$ cat config.mk
export PLATFORM = sky130hd
export DESIGN_NAME = sar_adc_result_control
export DESIGN_NICKNAME = d
export VERILOG_FILES = /design/src/core/sar_adc_result_control.v
export VERILOG_INCLUDE_DIRS = /design/src /design/src/core
export SDC_FILE = /design/constraint.sdc
export NUM_CORES = 1
export LEC_CHECK = 0
export ABC_AREA = 0
export ABC_CLOCK_PERIOD_IN_PS = 4300
export BUFFER_PORTS_ARGS = -buffer_cell sky130_fd_sc_hd__buf_2
export CAP_MARGIN = 40
export CORE_MARGIN = 2
export CORE_UTILIZATION = 62
export CTS_BUF_LIST = sky130_fd_sc_hd__clkbuf_4
export DETAILED_ROUTE_END_ITERATION = 6
export PLACE_DENSITY = 0.95
export SLEW_MARGIN = 5
export SYNTH_ARGS = -nofsm -noshare
export SYNTH_HDL_FRONTEND = slang
export SYNTH_SLANG_ARGS = --single-unit
export TNS_END_PERCENT = 30
$ cat constraint.sdc
create_clock -name aclk -period 4.3 [get_ports aclk]
set_clock_uncertainty 0.1 [all_clocks]
set_input_delay 0.43 -clock aclk [delete_from_list [all_inputs] [get_ports aclk]]
set_output_delay 0.43 -clock aclk [all_outputs]
set_load 0.01 [all_outputs]
$ cat src/core/sar_adc_defines.vh
/*
 Constants of the SAR converter control and result block: register byte
 offsets, field positions, reset values and timing counts.
 Assumes a 10 MHz aclk and 32-bit AXI4-Lite data with one register per word.
*/
// Contract
// Ten-bit result, nine analog input channels.
// Repeatedly convert one selected source.
// Done interrupt once per completed conversion.
// Unselected analog pins stay port pins.
// Input one shared with amplifier outputs.
// Hold sampled voltage during whole conversion.
// Run bit 7 enables comparison generator.
// Enable bit 0 enables comparator.
// Resolve one bit per step, MSB first.
// After LSB, copy result into registers.
// Word result low ten bits, upper zero.
// Low byte holds lower eight bits.
// High byte holds upper eight bits.
// Per-timer word result for timer triggers.
// Per-timer low byte for timer triggers.
// Result reads insert one wait cycle.
// Run without comparator is prohibited.
// One microsecond from comparator to run.
// Results hold until next; writes ignored.
`ifndef SAR_ADC_DEFINES_VH
`define SAR_ADC_DEFINES_VH

`define OFS_MODE       8'h00
`define OFS_CHAN       8'h04
`define OFS_TRIG       8'h08
`define OFS_STATUS     8'h0C
`define OFS_RES_WORD   8'h10
`define OFS_RES_LOW    8'h14
`define OFS_RES_HIGH   8'h18
`define OFS_T0_WORD    8'h1C
`define OFS_T0_LOW     8'h20
`define OFS_T1_WORD    8'h24
`define OFS_T1_LOW     8'h28
`define OFS_IRQ_STAT   8'h2C
`define OFS_IRQ_MASK   8'h30

`define MODE_RUN_BIT   7
`define MODE_CMP_BIT   0
`define MODE_RSV_BIT   6

`define CHAN_OPAMP     4'h9
`define CHAN_GAINAMP   4'hA
`define CHAN_VREF      4'hB
`define CHAN_SHARED    1

`define IRQ_DONE_BIT   0
`define IRQ_T0_BIT     1
`define IRQ_T1_BIT     2

`define RST_MODE       8'h00
`define RST_CHAN       4'h0
`define RST_RES        10'h000

`define RESP_OKAY      2'b00
`define RESP_SLVERR    2'b10

`define CLK_PERIOD_NS  100
`define SETTLE_NS      1000
`define SETTLE_CYC     ((`SETTLE_NS + `CLK_PERIOD_NS - 1) / `CLK_PERIOD_NS)
`define SAMPLE_CYC     8
`define STEP_CYC       4

`endif

$ cat src/core/sar_adc_result_control.v
/*
 SAR converter control: mode and channel registers, the approximation
 sequencer, word and byte result registers, timer-synchronised results,
 interrupt status and mask, all behind an AXI4-Lite slave.
 Assumes the comparator decision arrives asynchronously from the analog
 macro and timer triggers are one-cycle pulses on aclk.
*/
// Added by the designer: the register offsets and the AXI4-Lite interface to the registers.
`include "sar_adc_defines.vh"

module sar_adc_result_control #(
	parameter SAMPLE_CYC = `SAMPLE_CYC,
	parameter STEP_CYC   = `STEP_CYC,
	parameter SETTLE_CYC = `SETTLE_CYC
)(
	input  wire        aclk,
	input  wire        aresetn,
	input  wire [7:0]  s_axi_awaddr,
	input  wire        s_axi_awvalid,
	output wire        s_axi_awready,
	input  wire [31:0] s_axi_wdata,
	input  wire [3:0]  s_axi_wstrb,
	input  wire        s_axi_wvalid,
	output wire        s_axi_wready,
	output wire [1:0]  s_axi_bresp,
	output wire        s_axi_bvalid,
	input  wire        s_axi_bready,
	input  wire [7:0]  s_axi_araddr,
	input  wire        s_axi_arvalid,
	output wire        s_axi_arready,
	output wire [31:0] s_axi_rdata,
	output wire [1:0]  s_axi_rresp,
	output wire        s_axi_rvalid,
	input  wire        s_axi_rready,
	input  wire        comp_in,
	input  wire [1:0]  timer_trig,
	output wire        vgen_en,
	output wire        comp_en,
	output wire [3:0]  src_sel,
	output wire        sample_en,
	output wire        hold_en,
	output wire [9:0]  sar_code,
	output wire [8:0]  ain_analog_sel,
	output wire [8:0]  ain_port_en,
	output wire        conversion_done_irq,
	output wire        irq
);

localparam ST_IDLE   = 2'd0;
localparam ST_SAMPLE = 2'd1;
localparam ST_STEP   = 2'd2;

function addr_known;
	input [7:0] a;
	begin
		addr_known = (a[1:0] == 2'b00) && (a <= `OFS_IRQ_MASK);
	end
endfunction

function addr_is_result;
	input [7:0] a;
	begin
		addr_is_result = (a >= `OFS_RES_WORD) && (a <= `OFS_T1_LOW);
	end
endfunction

reg        comp_meta_r;
reg        comp_sync_r;
reg        run_r;
reg        cmp_r;
reg  [4:0] fr_r;
reg  [3:0] chan_r;
reg        trig_mode_r;
reg  [2:0] irq_stat_r;
reg  [2:0] irq_mask_r;
reg  [7:0] settle_cnt_r;
reg        unsettled_r;
reg        first_r;
reg  [1:0] state_r;
reg  [7:0] cnt_r;
reg  [9:0] sar_r;
reg  [9:0] bit_r;
reg  [1:0] tag_r;
reg  [1:0] last_tag_r;
reg  [9:0] res_word_r;
reg  [9:0] tres_r [0:1];
reg        done_r;
reg        aw_hold_r;
reg  [7:0] awaddr_r;
reg        w_hold_r;
reg  [31:0] wdata_r;
reg        wstrb0_r;
reg        bvalid_r;
reg  [1:0] bresp_r;
reg        rd_busy_r;
reg  [7:0] araddr_r;
reg        rd_wait_r;
reg        rvalid_r;
reg  [31:0] rdata_r;
reg  [1:0] rresp_r;
reg  [31:0] rd_nxt;
reg  [9:0] sar_nxt;
reg  [2:0] irq_set;
reg  [2:0] irq_clr;
reg  [8:0] sel_nxt;

wire       wr_fire;
wire       wr_lane;
wire       conv_ok;
wire       settled;
wire       step_end;
wire       start_req;
integer    i;

assign wr_fire = aw_hold_r && w_hold_r && !bvalid_r;
assign wr_lane = wr_fire && wstrb0_r;
// prohibited combo
assign conv_ok = run_r && cmp_r;
assign settled = (settle_cnt_r == SETTLE_CYC[7:0]);
assign step_end = (cnt_r == STEP_CYC[7:0] - 8'd1);
// continuous or timer start
assign start_req = conv_ok && (!trig_mode_r || (|timer_trig));

// Comparator decision crosses from the analog macro
always @(posedge aclk) begin
	if (!aresetn) begin
		comp_meta_r <= 1'b0;
		comp_sync_r <= 1'b0;
	end else begin
		comp_meta_r <= comp_in;
		comp_sync_r <= comp_meta_r;
	end
end

// Control registers
always @(posedge aclk) begin
	if (!aresetn) begin
		run_r       <= 1'b0;
		cmp_r       <= 1'b0;
		fr_r        <= 5'h00;
		chan_r      <= `RST_CHAN;
		trig_mode_r <= 1'b0;
		irq_mask_r  <= 3'h0;
	end else if (wr_lane) begin
		case (awaddr_r)
			`OFS_MODE: begin
				// generator run bit
				run_r <= wdata_r[`MODE_RUN_BIT];
				// comparator enable bit
				cmp_r <= wdata_r[`MODE_CMP_BIT];
				fr_r  <= wdata_r[5:1];
			end
			`OFS_CHAN: begin
				chan_r <= wdata_r[3:0];
			end
			`OFS_TRIG: begin
				trig_mode_r <= wdata_r[0];
			end
			`OFS_IRQ_MASK: begin
				irq_mask_r <= wdata_r[2:0];
			end
			default: begin
			end
		endcase
	end
end

// comparator settling time
always @(posedge aclk) begin
	if (!aresetn) begin
		settle_cnt_r <= 8'h00;
	end else if (!cmp_r) begin
		settle_cnt_r <= 8'h00;
	end else if (!settled) begin
		settle_cnt_r <= settle_cnt_r + 8'd1;
	end
end

// Sequencer
always @(posedge aclk) begin
	if (!aresetn) begin
		state_r     <= ST_IDLE;
		cnt_r       <= 8'h00;
		sar_r       <= `RST_RES;
		bit_r       <= 10'h000;
		tag_r       <= 2'b00;
		last_tag_r  <= 2'b00;
		res_word_r  <= `RST_RES;
		tres_r[0]   <= `RST_RES;
		tres_r[1]   <= `RST_RES;
		done_r      <= 1'b0;
		first_r     <= 1'b0;
		unsettled_r <= 1'b0;
	end else begin
		done_r <= 1'b0;
		if (!run_r) begin
			first_r <= 1'b1;
		end
		case (state_r)
			ST_IDLE: begin
				if (start_req) begin
					state_r <= ST_SAMPLE;
					cnt_r   <= 8'h00;
					// Timer 0 wins when both fire together
					tag_r   <= !trig_mode_r ? 2'b00 :
						(timer_trig[0] ? 2'b01 : 2'b10);
					if (first_r) begin
						unsettled_r <= !settled;
					end
					first_r <= 1'b0;
				end
			end
			ST_SAMPLE: begin
				if (!conv_ok) begin
					state_r <= ST_IDLE;
				end else if (cnt_r == SAMPLE_CYC[7:0] - 8'd1) begin
					state_r <= ST_STEP;
					cnt_r   <= 8'h00;
					// start at the MSB
					bit_r   <= 10'h200;
					sar_r   <= 10'h200;
				end else begin
					cnt_r <= cnt_r + 8'd1;
				end
			end
			ST_STEP: begin
				if (!conv_ok) begin
					state_r <= ST_IDLE;
				end else if (step_end) begin
					cnt_r <= 8'h00;
					// one decision per step
					sar_r <= sar_nxt | (bit_r >> 1);
					bit_r <= bit_r >> 1;
					if (bit_r[0]) begin
						// LSB done, store result
						sar_r   <= sar_nxt;
						done_r  <= 1'b1;
						state_r <= start_req ? ST_SAMPLE : ST_IDLE;
						// low byte follows word
						res_word_r <= sar_nxt;
						// per-timer word
						for (i = 0; i < 2; i = i + 1) begin
							if (tag_r[i]) begin
								tres_r[i] <= sar_nxt;
							end
						end
						last_tag_r <= tag_r;
						tag_r <= !trig_mode_r ? 2'b00 :
							(timer_trig[0] ? 2'b01 :
							(timer_trig[1] ? 2'b10 : 2'b00));
					end
				end else begin
					cnt_r <= cnt_r + 8'd1;
				end
			end
			default: begin
				state_r <= ST_IDLE;
			end
		endcase
	end
end

// Comparator low means trial above input, so drop the bit
always @* begin
	sar_nxt = comp_sync_r ? sar_r : (sar_r & ~bit_r);
end

// Interrupt status, set beats a same-cycle clear
always @* begin
	irq_set = 3'h0;
	irq_set[`IRQ_DONE_BIT] = done_r;
	irq_set[`IRQ_T0_BIT] = done_r && last_tag_r[0];
	irq_set[`IRQ_T1_BIT] = done_r && last_tag_r[1];
	irq_clr = 3'h0;
	if (wr_lane && (awaddr_r == `OFS_IRQ_STAT)) begin
		irq_clr = wdata_r[2:0];
	end
end

always @(posedge aclk) begin
	if (!aresetn) begin
		irq_stat_r <= 3'h0;
	end else begin
		irq_stat_r <= (irq_stat_r & ~irq_clr) | irq_set;
	end
end

// one pulse per conversion
assign conversion_done_irq = done_r;
assign irq = |(irq_stat_r & irq_mask_r);

// AXI write channels, taken in either order
always @(posedge aclk) begin
	if (!aresetn) begin
		aw_hold_r <= 1'b0;
		awaddr_r  <= 8'h00;
		w_hold_r  <= 1'b0;
		wdata_r   <= 32'h0000_0000;
		wstrb0_r  <= 1'b0;
		bvalid_r  <= 1'b0;
		bresp_r   <= `RESP_OKAY;
	end else begin
		if (s_axi_awvalid && s_axi_awready) begin
			aw_hold_r <= 1'b1;
			awaddr_r  <= s_axi_awaddr;
		end
		if (s_axi_wvalid && s_axi_wready) begin
			w_hold_r <= 1'b1;
			wdata_r  <= s_axi_wdata;
			wstrb0_r <= s_axi_wstrb[0];
		end
		if (wr_fire) begin
			aw_hold_r <= 1'b0;
			w_hold_r  <= 1'b0;
			bvalid_r  <= 1'b1;
			// result writes are dropped
			bresp_r   <= addr_known(awaddr_r) ? `RESP_OKAY : `RESP_SLVERR;
		end
		if (bvalid_r && s_axi_bready) begin
			bvalid_r <= 1'b0;
		end
	end
end

assign s_axi_awready = !aw_hold_r && !bvalid_r;
assign s_axi_wready  = !w_hold_r && !bvalid_r;
assign s_axi_bvalid  = bvalid_r;
assign s_axi_bresp   = bresp_r;

// Read data selection
always @* begin
	rd_nxt = 32'h0000_0000;
	case (araddr_r)
		`OFS_MODE: begin
			rd_nxt[`MODE_RUN_BIT] = run_r;
			rd_nxt[5:1] = fr_r;
			rd_nxt[`MODE_CMP_BIT] = cmp_r;
		end
		`OFS_CHAN: begin
			rd_nxt[3:0] = chan_r;
		end
		`OFS_TRIG: begin
			rd_nxt[0] = trig_mode_r;
		end
		`OFS_STATUS: begin
			rd_nxt[0] = (state_r != ST_IDLE);
			rd_nxt[1] = run_r && !cmp_r;
			rd_nxt[2] = settled;
			rd_nxt[3] = unsettled_r;
			rd_nxt[5:4] = last_tag_r;
		end
		// upper bits read zero
		`OFS_RES_WORD: begin
			rd_nxt[9:0] = res_word_r;
		end
		// lower eight bits
		`OFS_RES_LOW: begin
			rd_nxt[7:0] = res_word_r[7:0];
		end
		// upper eight bits
		`OFS_RES_HIGH: begin
			rd_nxt[7:0] = res_word_r[9:2];
		end
		`OFS_T0_WORD: begin
			rd_nxt[9:0] = tres_r[0];
		end
		// per-timer low byte
		`OFS_T0_LOW: begin
			rd_nxt[7:0] = tres_r[0][7:0];
		end
		`OFS_T1_WORD: begin
			rd_nxt[9:0] = tres_r[1];
		end
		`OFS_T1_LOW: begin
			rd_nxt[7:0] = tres_r[1][7:0];
		end
		`OFS_IRQ_STAT: begin
			rd_nxt[2:0] = irq_stat_r;
		end
		`OFS_IRQ_MASK: begin
			rd_nxt[2:0] = irq_mask_r;
		end
		default: begin
			rd_nxt = 32'h0000_0000;
		end
	endcase
end

// AXI read channel
always @(posedge aclk) begin
	if (!aresetn) begin
		rd_busy_r <= 1'b0;
		araddr_r  <= 8'h00;
		rd_wait_r <= 1'b0;
		rvalid_r  <= 1'b0;
		rdata_r   <= 32'h0000_0000;
		rresp_r   <= `RESP_OKAY;
	end else begin
		if (s_axi_arvalid && s_axi_arready) begin
			rd_busy_r <= 1'b1;
			araddr_r  <= s_axi_araddr;
			// result read wait cycle
			rd_wait_r <= addr_is_result(s_axi_araddr);
		end else if (rd_busy_r && !rvalid_r) begin
			if (rd_wait_r) begin
				rd_wait_r <= 1'b0;
			end else begin
				rvalid_r <= 1'b1;
				rdata_r  <= rd_nxt;
				rresp_r  <= addr_known(araddr_r) ? `RESP_OKAY : `RESP_SLVERR;
			end
		end else if (rvalid_r && s_axi_rready) begin
			rvalid_r  <= 1'b0;
			rd_busy_r <= 1'b0;
		end
	end
end

assign s_axi_arready = !rd_busy_r;
assign s_axi_rvalid  = rvalid_r;
assign s_axi_rdata   = rdata_r;
assign s_axi_rresp   = rresp_r;

// only the selected pin leaves port use
always @* begin
	sel_nxt = 9'h000;
	if (cmp_r) begin
		if (chan_r <= 4'd8) begin
			sel_nxt[chan_r] = 1'b1;
		end
		// amplifier shares input one
		if ((chan_r == `CHAN_OPAMP) || (chan_r == `CHAN_GAINAMP)) begin
			sel_nxt[`CHAN_SHARED] = 1'b1;
		end
	end
end

// nine channels, ten-bit code
assign ain_analog_sel = sel_nxt;
assign ain_port_en    = ~sel_nxt;
assign src_sel        = chan_r;
assign vgen_en        = run_r;
assign comp_en        = cmp_r;
assign sample_en      = (state_r == ST_SAMPLE);
// hold over every step
assign hold_en        = (state_r == ST_STEP);
assign sar_code       = sar_r;

endmodule // sar_adc_result_control

Word-level counts from Yosys, hierarchy flattened
Memory sizes are Yosys's and may differ from the RTL's. Index checks and enable logic that the tools add are counted. Widths: inputs -> output; s select.

Output and inout bits: 79. Register bits after elaboration: 120. Memories: 1. Memory bits (writable): 20.

Memories: tres_r (words 2, width 10, read ports 2, clocked after memory_dff 0, write ports 2, line sar_adc_result_control.v:86) `reg [9:0] tres_r [0:1];`.

Bitwise gates (word level): 13. Equality and inequality tests: 34. Order comparisons: 7. Mux-type cells: 77. Add/subtract/negate cells: 2. Reduce and logical (&&, ||, !) cells: 65.

Operators with widths (count): $mux 10 (10); $eq 8x6->1 const B (7); $mux 8 (5); $pmux 10 s2 (2); $mux 2 (17); $eq 8x4->1 const B (4); $eq 8x5->1 const B (4); $mux 1 (29); $eq 8x3->1 const B (3); $le 8x6->1 const B (3); $pmux 8 s3 (1); $logic_and 1x1->1 (21); $mux 9 (2); $pmux 2 s9 (1); $add 8x1->8 const B (2); $logic_not 8->1 (2); $reduce_and 4->1 (4); $pmux 2 s3 (2); $pmux 2 s6 (1); $reduce_and 2->1 (6); $reduce_bool 2->1 (6); $reduce_or 2->1 (6); $and 10x10->10 (1); $ne 2x1->1 const B (5); other kinds (33) (54).

Depth between registers and ports, before layout
Word-level depth: 8. Depth in mapped cells: 9. Depth with buffers taken out: 7.

Worst setup path before layout
Ideal clock, no wire load.

Kind: register -> register. Start: register cnt_r[3]. End: memory tres_r[0][0] (enable). Path slack: 2.169 ns. Arrival time: 1.691 ns. Buffers on the path: 1. Period minus slack after synthesis: 2.131 ns. Cell stages (with the launch flop): 6. Cell sequence: dfxtp_1 -> or4_4 -> nor4_4 -> buf_6 -> nand2_1 -> nand2_1.

RTL lines: start, declared (line sar_adc_result_control.v:80) `reg [7:0] cnt_r;`; start signal, assigned (line sar_adc_result_control.v:223) `cnt_r <= cnt_r + 8'd1;`; start signal, assigned (line sar_adc_result_control.v:253) `cnt_r <= cnt_r + 8'd1;`; end, declared (line sar_adc_result_control.v:86).

==> metrics.md <==
| Metric | Value |
|---|---|
| Status | `complete, no violations` |
| Chip Width | `109.8 µm` |
| Kind of critical path | `flop to flop` |
| Largest family of logic cells by synthesized area | `simple AND/OR/NAND/NOR gates` |
| Most numerous cell in the Yosys netlist | `dfxtp_1` |
| Worst min path class | `input pin to flop` |
| IO buf count | `88` |
| Distinct cells, synth | `79` |
| Met2 Use GR | `44.13%` |
| # IOs | `141` |
| Largest net degree at the start of global routing | `53` |
| Site Rows | `38` |
| Global-route track usage on met3 | `5.691%` |
| Synth Area in Compound Gates | `17.44%` |
| Routed Antenna Nets | `0` |
| Initial Util | `63.72%` |
| Slowest stage delay, CP | `430 ps` |
| CTS tree | `done` |
| P per Cell Area | `306.3 nW/µm²` |
| Syn Std Cell Area | `6938 µm²` |
| Startpoint types | `flop` |
| Post CTS Setup Buffer Count | `0` |
| Seq/Total Area, Yosys | `42.42%` |
| RSZ-0062 raised after global routing | `false` |
| Async set-reset flop share out of synthesis | `0%` |
| Global-route track usage on met1 | `36.58%` |
| Main flop type after synthesis | `dfxtp_1` |
| Vias per cell | `5.848` |
| Fraction of layout cells with a size suffix above 1 | `17.62%` |
| Final setup fails | `0` |
| Endpoints failing hold | `0` |
| Die height | `109.8 µm` |
| Synth top area share | `33.76%` |
| Mux share of post-synthesis cell area | `3.913%` |
| P&R area growth vs syn | `9.270%` |
| Pwr Total | `0.002322 W` |
| Max cap viols | `0` |
| CP Cell Sequence | `ha_1 > buf_4 > clkinv_1 > nor3_1 > o211ai_1 > nor2_1` |
| CP max-delay cell | `dfxtp_1` |
| CTS clk-pin slew, worst paths | `140 ps` |
| Die ar. | `12050 µm²` |
| WP data required | `4570 ps` |
| Total global routing overflow | `0` |
| Routed WL | `15910 µm` |
| Slew @ Worst Pin | `913.2 ps` |
| Period utilisation layout | `60.79%` |
| Area leader, netlist | `dfxtp_1` |
| Core ar. | `10890 µm²` |
| DRT iter0 DRCs | `414` |
| LEAKAGE | `2.887 nW` |
| Setup TNS Final | `0 ps` |
| DR pass1 iterations | `5` |
| First-pass GRT wire length | `26180 µm` |
| Overall via count from detail_route | `5942` |
| Slew Limit Fails | `0` |
| CTS sink count | `137` |
| GP Congestion | `0.9113` |
| Routed WL per cell | `15.66 µm` |
| GRT Util Overall | `27.58%` |
| GRT busiest layer | `met2` |
| Top post-synthesis cells by area | `dfxtp_1 34%, edfxtp_1 8.7%, nand2_1 6.3%` |
| DRC viols | `0` |
| Critical path fanouts, max | `17` |
| Synth Register Bits | `137` |
| Fin crit period | `2614 ps` |
| Worst Setup End Kind | `flop` |
| H-tree Lvls | `4` |
| Post_cts resized | `0` |
| Fmax | `0.3826 GHz` |
| Maximum VDD drop | `0.0002837 V` |
| Final nets | `930` |
| Mapped Cells | `784` |
| Vias in the first global route | `5499` |
| Hpwl dp | `11000 µm` |
| Worst-skew pair later-pin latency | `550 ps` |
| Root Driver | `clkbuf_4` |
| Initial antenna violation count | `1` |
| Slew margin rel. | `38.56%` |
| EDFF count, synth | `20` |
| Fillers | `843` |
| Synthesized area per cell | `8.849 µm²` |
| Arrival @ worst endpoint | `2880 ps` |
| Number of buffers created by CTS | `17` |
| Post-synth top cells | `117 x dfxtp_1, 116 x nand2_1, 51 x nor2_1` |
| Xor and xnor area share after synthesis | `1.641%` |
| CTS Buffer Depth | `2` |
| Synth Area in Simple Gates | `25.77%` |
| Synth warn | `0` |
| Synth Area in Adders | `1.262%` |
| Fin Hold WS | `19.33 ps` |
-- worst max-delay path, delay by kind of cell, from the launching register on --
kind	cells	cell delay (ps)
fa+ha+maj	1	300
compound gates	1	360
simple gates	2	670
flops	1	430
buf+inv	2	570
-- registers in the layout, indices dropped and copies added, names as in the netlist, 2 cells and up --
| signal | cells |
|---|---|
| bit_r | 10 |
| res_word_r | 10 |
| tag_r | 2 |
| src_sel | 4 |
| araddr_r | 8 |
| irq_stat_r | 3 |
| state_r | 2 |
| sar_code | 10 |
| fr_r | 5 |
| settle_cnt_r | 8 |
| s_axi_rdata | 10 |
| irq_mask_r | 3 |
| wdata_r | 7 |
| last_tag_r | 2 |
| cnt_r | 8 |
| awaddr_r | 8 |
| tres_r | 20 |
-- power by group --
part | internal [W] | switching (W) | leakage [nW] | total, W
registers | 0.00133 | 0.0000389 | 1.14 | 0.00137
clock network | 0.000236 | 0.000523 | 0.125 | 0.000760
logic | 0.0000716 | 0.000118 | 1.62 | 0.000190
-- metrics by stage --
| stage | cells | instance area [µm²] | utilization, % | worst slack (ps) |
|---|---|---|---|---|
| finish | 1016 | 7581 | 69.63 | 1686 |
| detailed placement | 976 | 7272 | 66.79 | 1735 |
| CTS | 1014 | 7576 | 69.58 | 1690 |
| floorplan | 807 | 7024 | - | 2169 |
| global placement | 975 | 7262 | 66.70 | 1745 |
| global route | 1016 | 7581 | 69.63 | 1490 |
-- area by class of cell --
class                      count  area (µm²)  area share (%)
clock buffer                  17       127.6           1.683
multi-input combinational    577        3561           46.97
clock inverter                15       116.4           1.535
inverter                      28       105.1           1.386
sequential                   137        2943           38.82
timing repair buffer         100       548.0           7.229
antenna                        2       5.005         0.06602
tap                          140       175.2           2.311
-- routing by layer --
metal	vias up	wire (µm)
met1	2760	6881
met5	-	0
met2	276	7503
met4	0	395
met3	39	1130
li1	2867	-
-- cell usage in the layout, fill, tap and decap left out, drive strengths merged, types with 5 or more instances in the layout --
cell	instances
a211o	8
and3	8
buf	93
clkbuf	17
dfxtp	117
a31oi	7
nand3	30
a22oi	7
edfxtp	20
a21oi	18
nor3b	7
xor2	5
nor4	6
clkinv	7
inv	32
nor2	54
mux2i	26
xnor2	8
nor2b	32
nor3	8
o21ai	42
a21boi	38
conb	24
nand2b	10
ha	7
o21a	7
nand4	8
a211oi	6
dlygate4sd3	6
nand2	116
or2b	5
a32o	8
and2	27
-- logic make-up (layout without fill, tap and decap cells) --
logic type               Yosys count  count (layout)
multiplexers                      27              27
flip-flops                       137             137
buffers and inverters             93             160
AO/OA/AOI/OAI                    168             168
other                              1              26
XOR/XNOR                          13              13
AND/OR/NAND/NOR                  338             338
adder cells (fa/ha/maj)            7               7
-- path summary, 6_finish.rpt --
check / start / end / slack, ps / cells after the start
setup / recovery: state_r[1] / tres_r[0][8] / 1690 / 6
hold / removal: s_axi_awaddr[3] / awaddr_r[3] / 20 / 3
setup reg to reg: state_r[1] / tres_r[0][8] / 1690 / 6
hold reg to reg: comp_meta_r / comp_sync_r / 350 / 1
-- what timing repair did --
item                       4_1_cts  5_1_grt
hold buffers                     6        0
setup endpoints to repair        0        0
hold endpoints to repair         6        0
(Power assumes the default switching activity.)
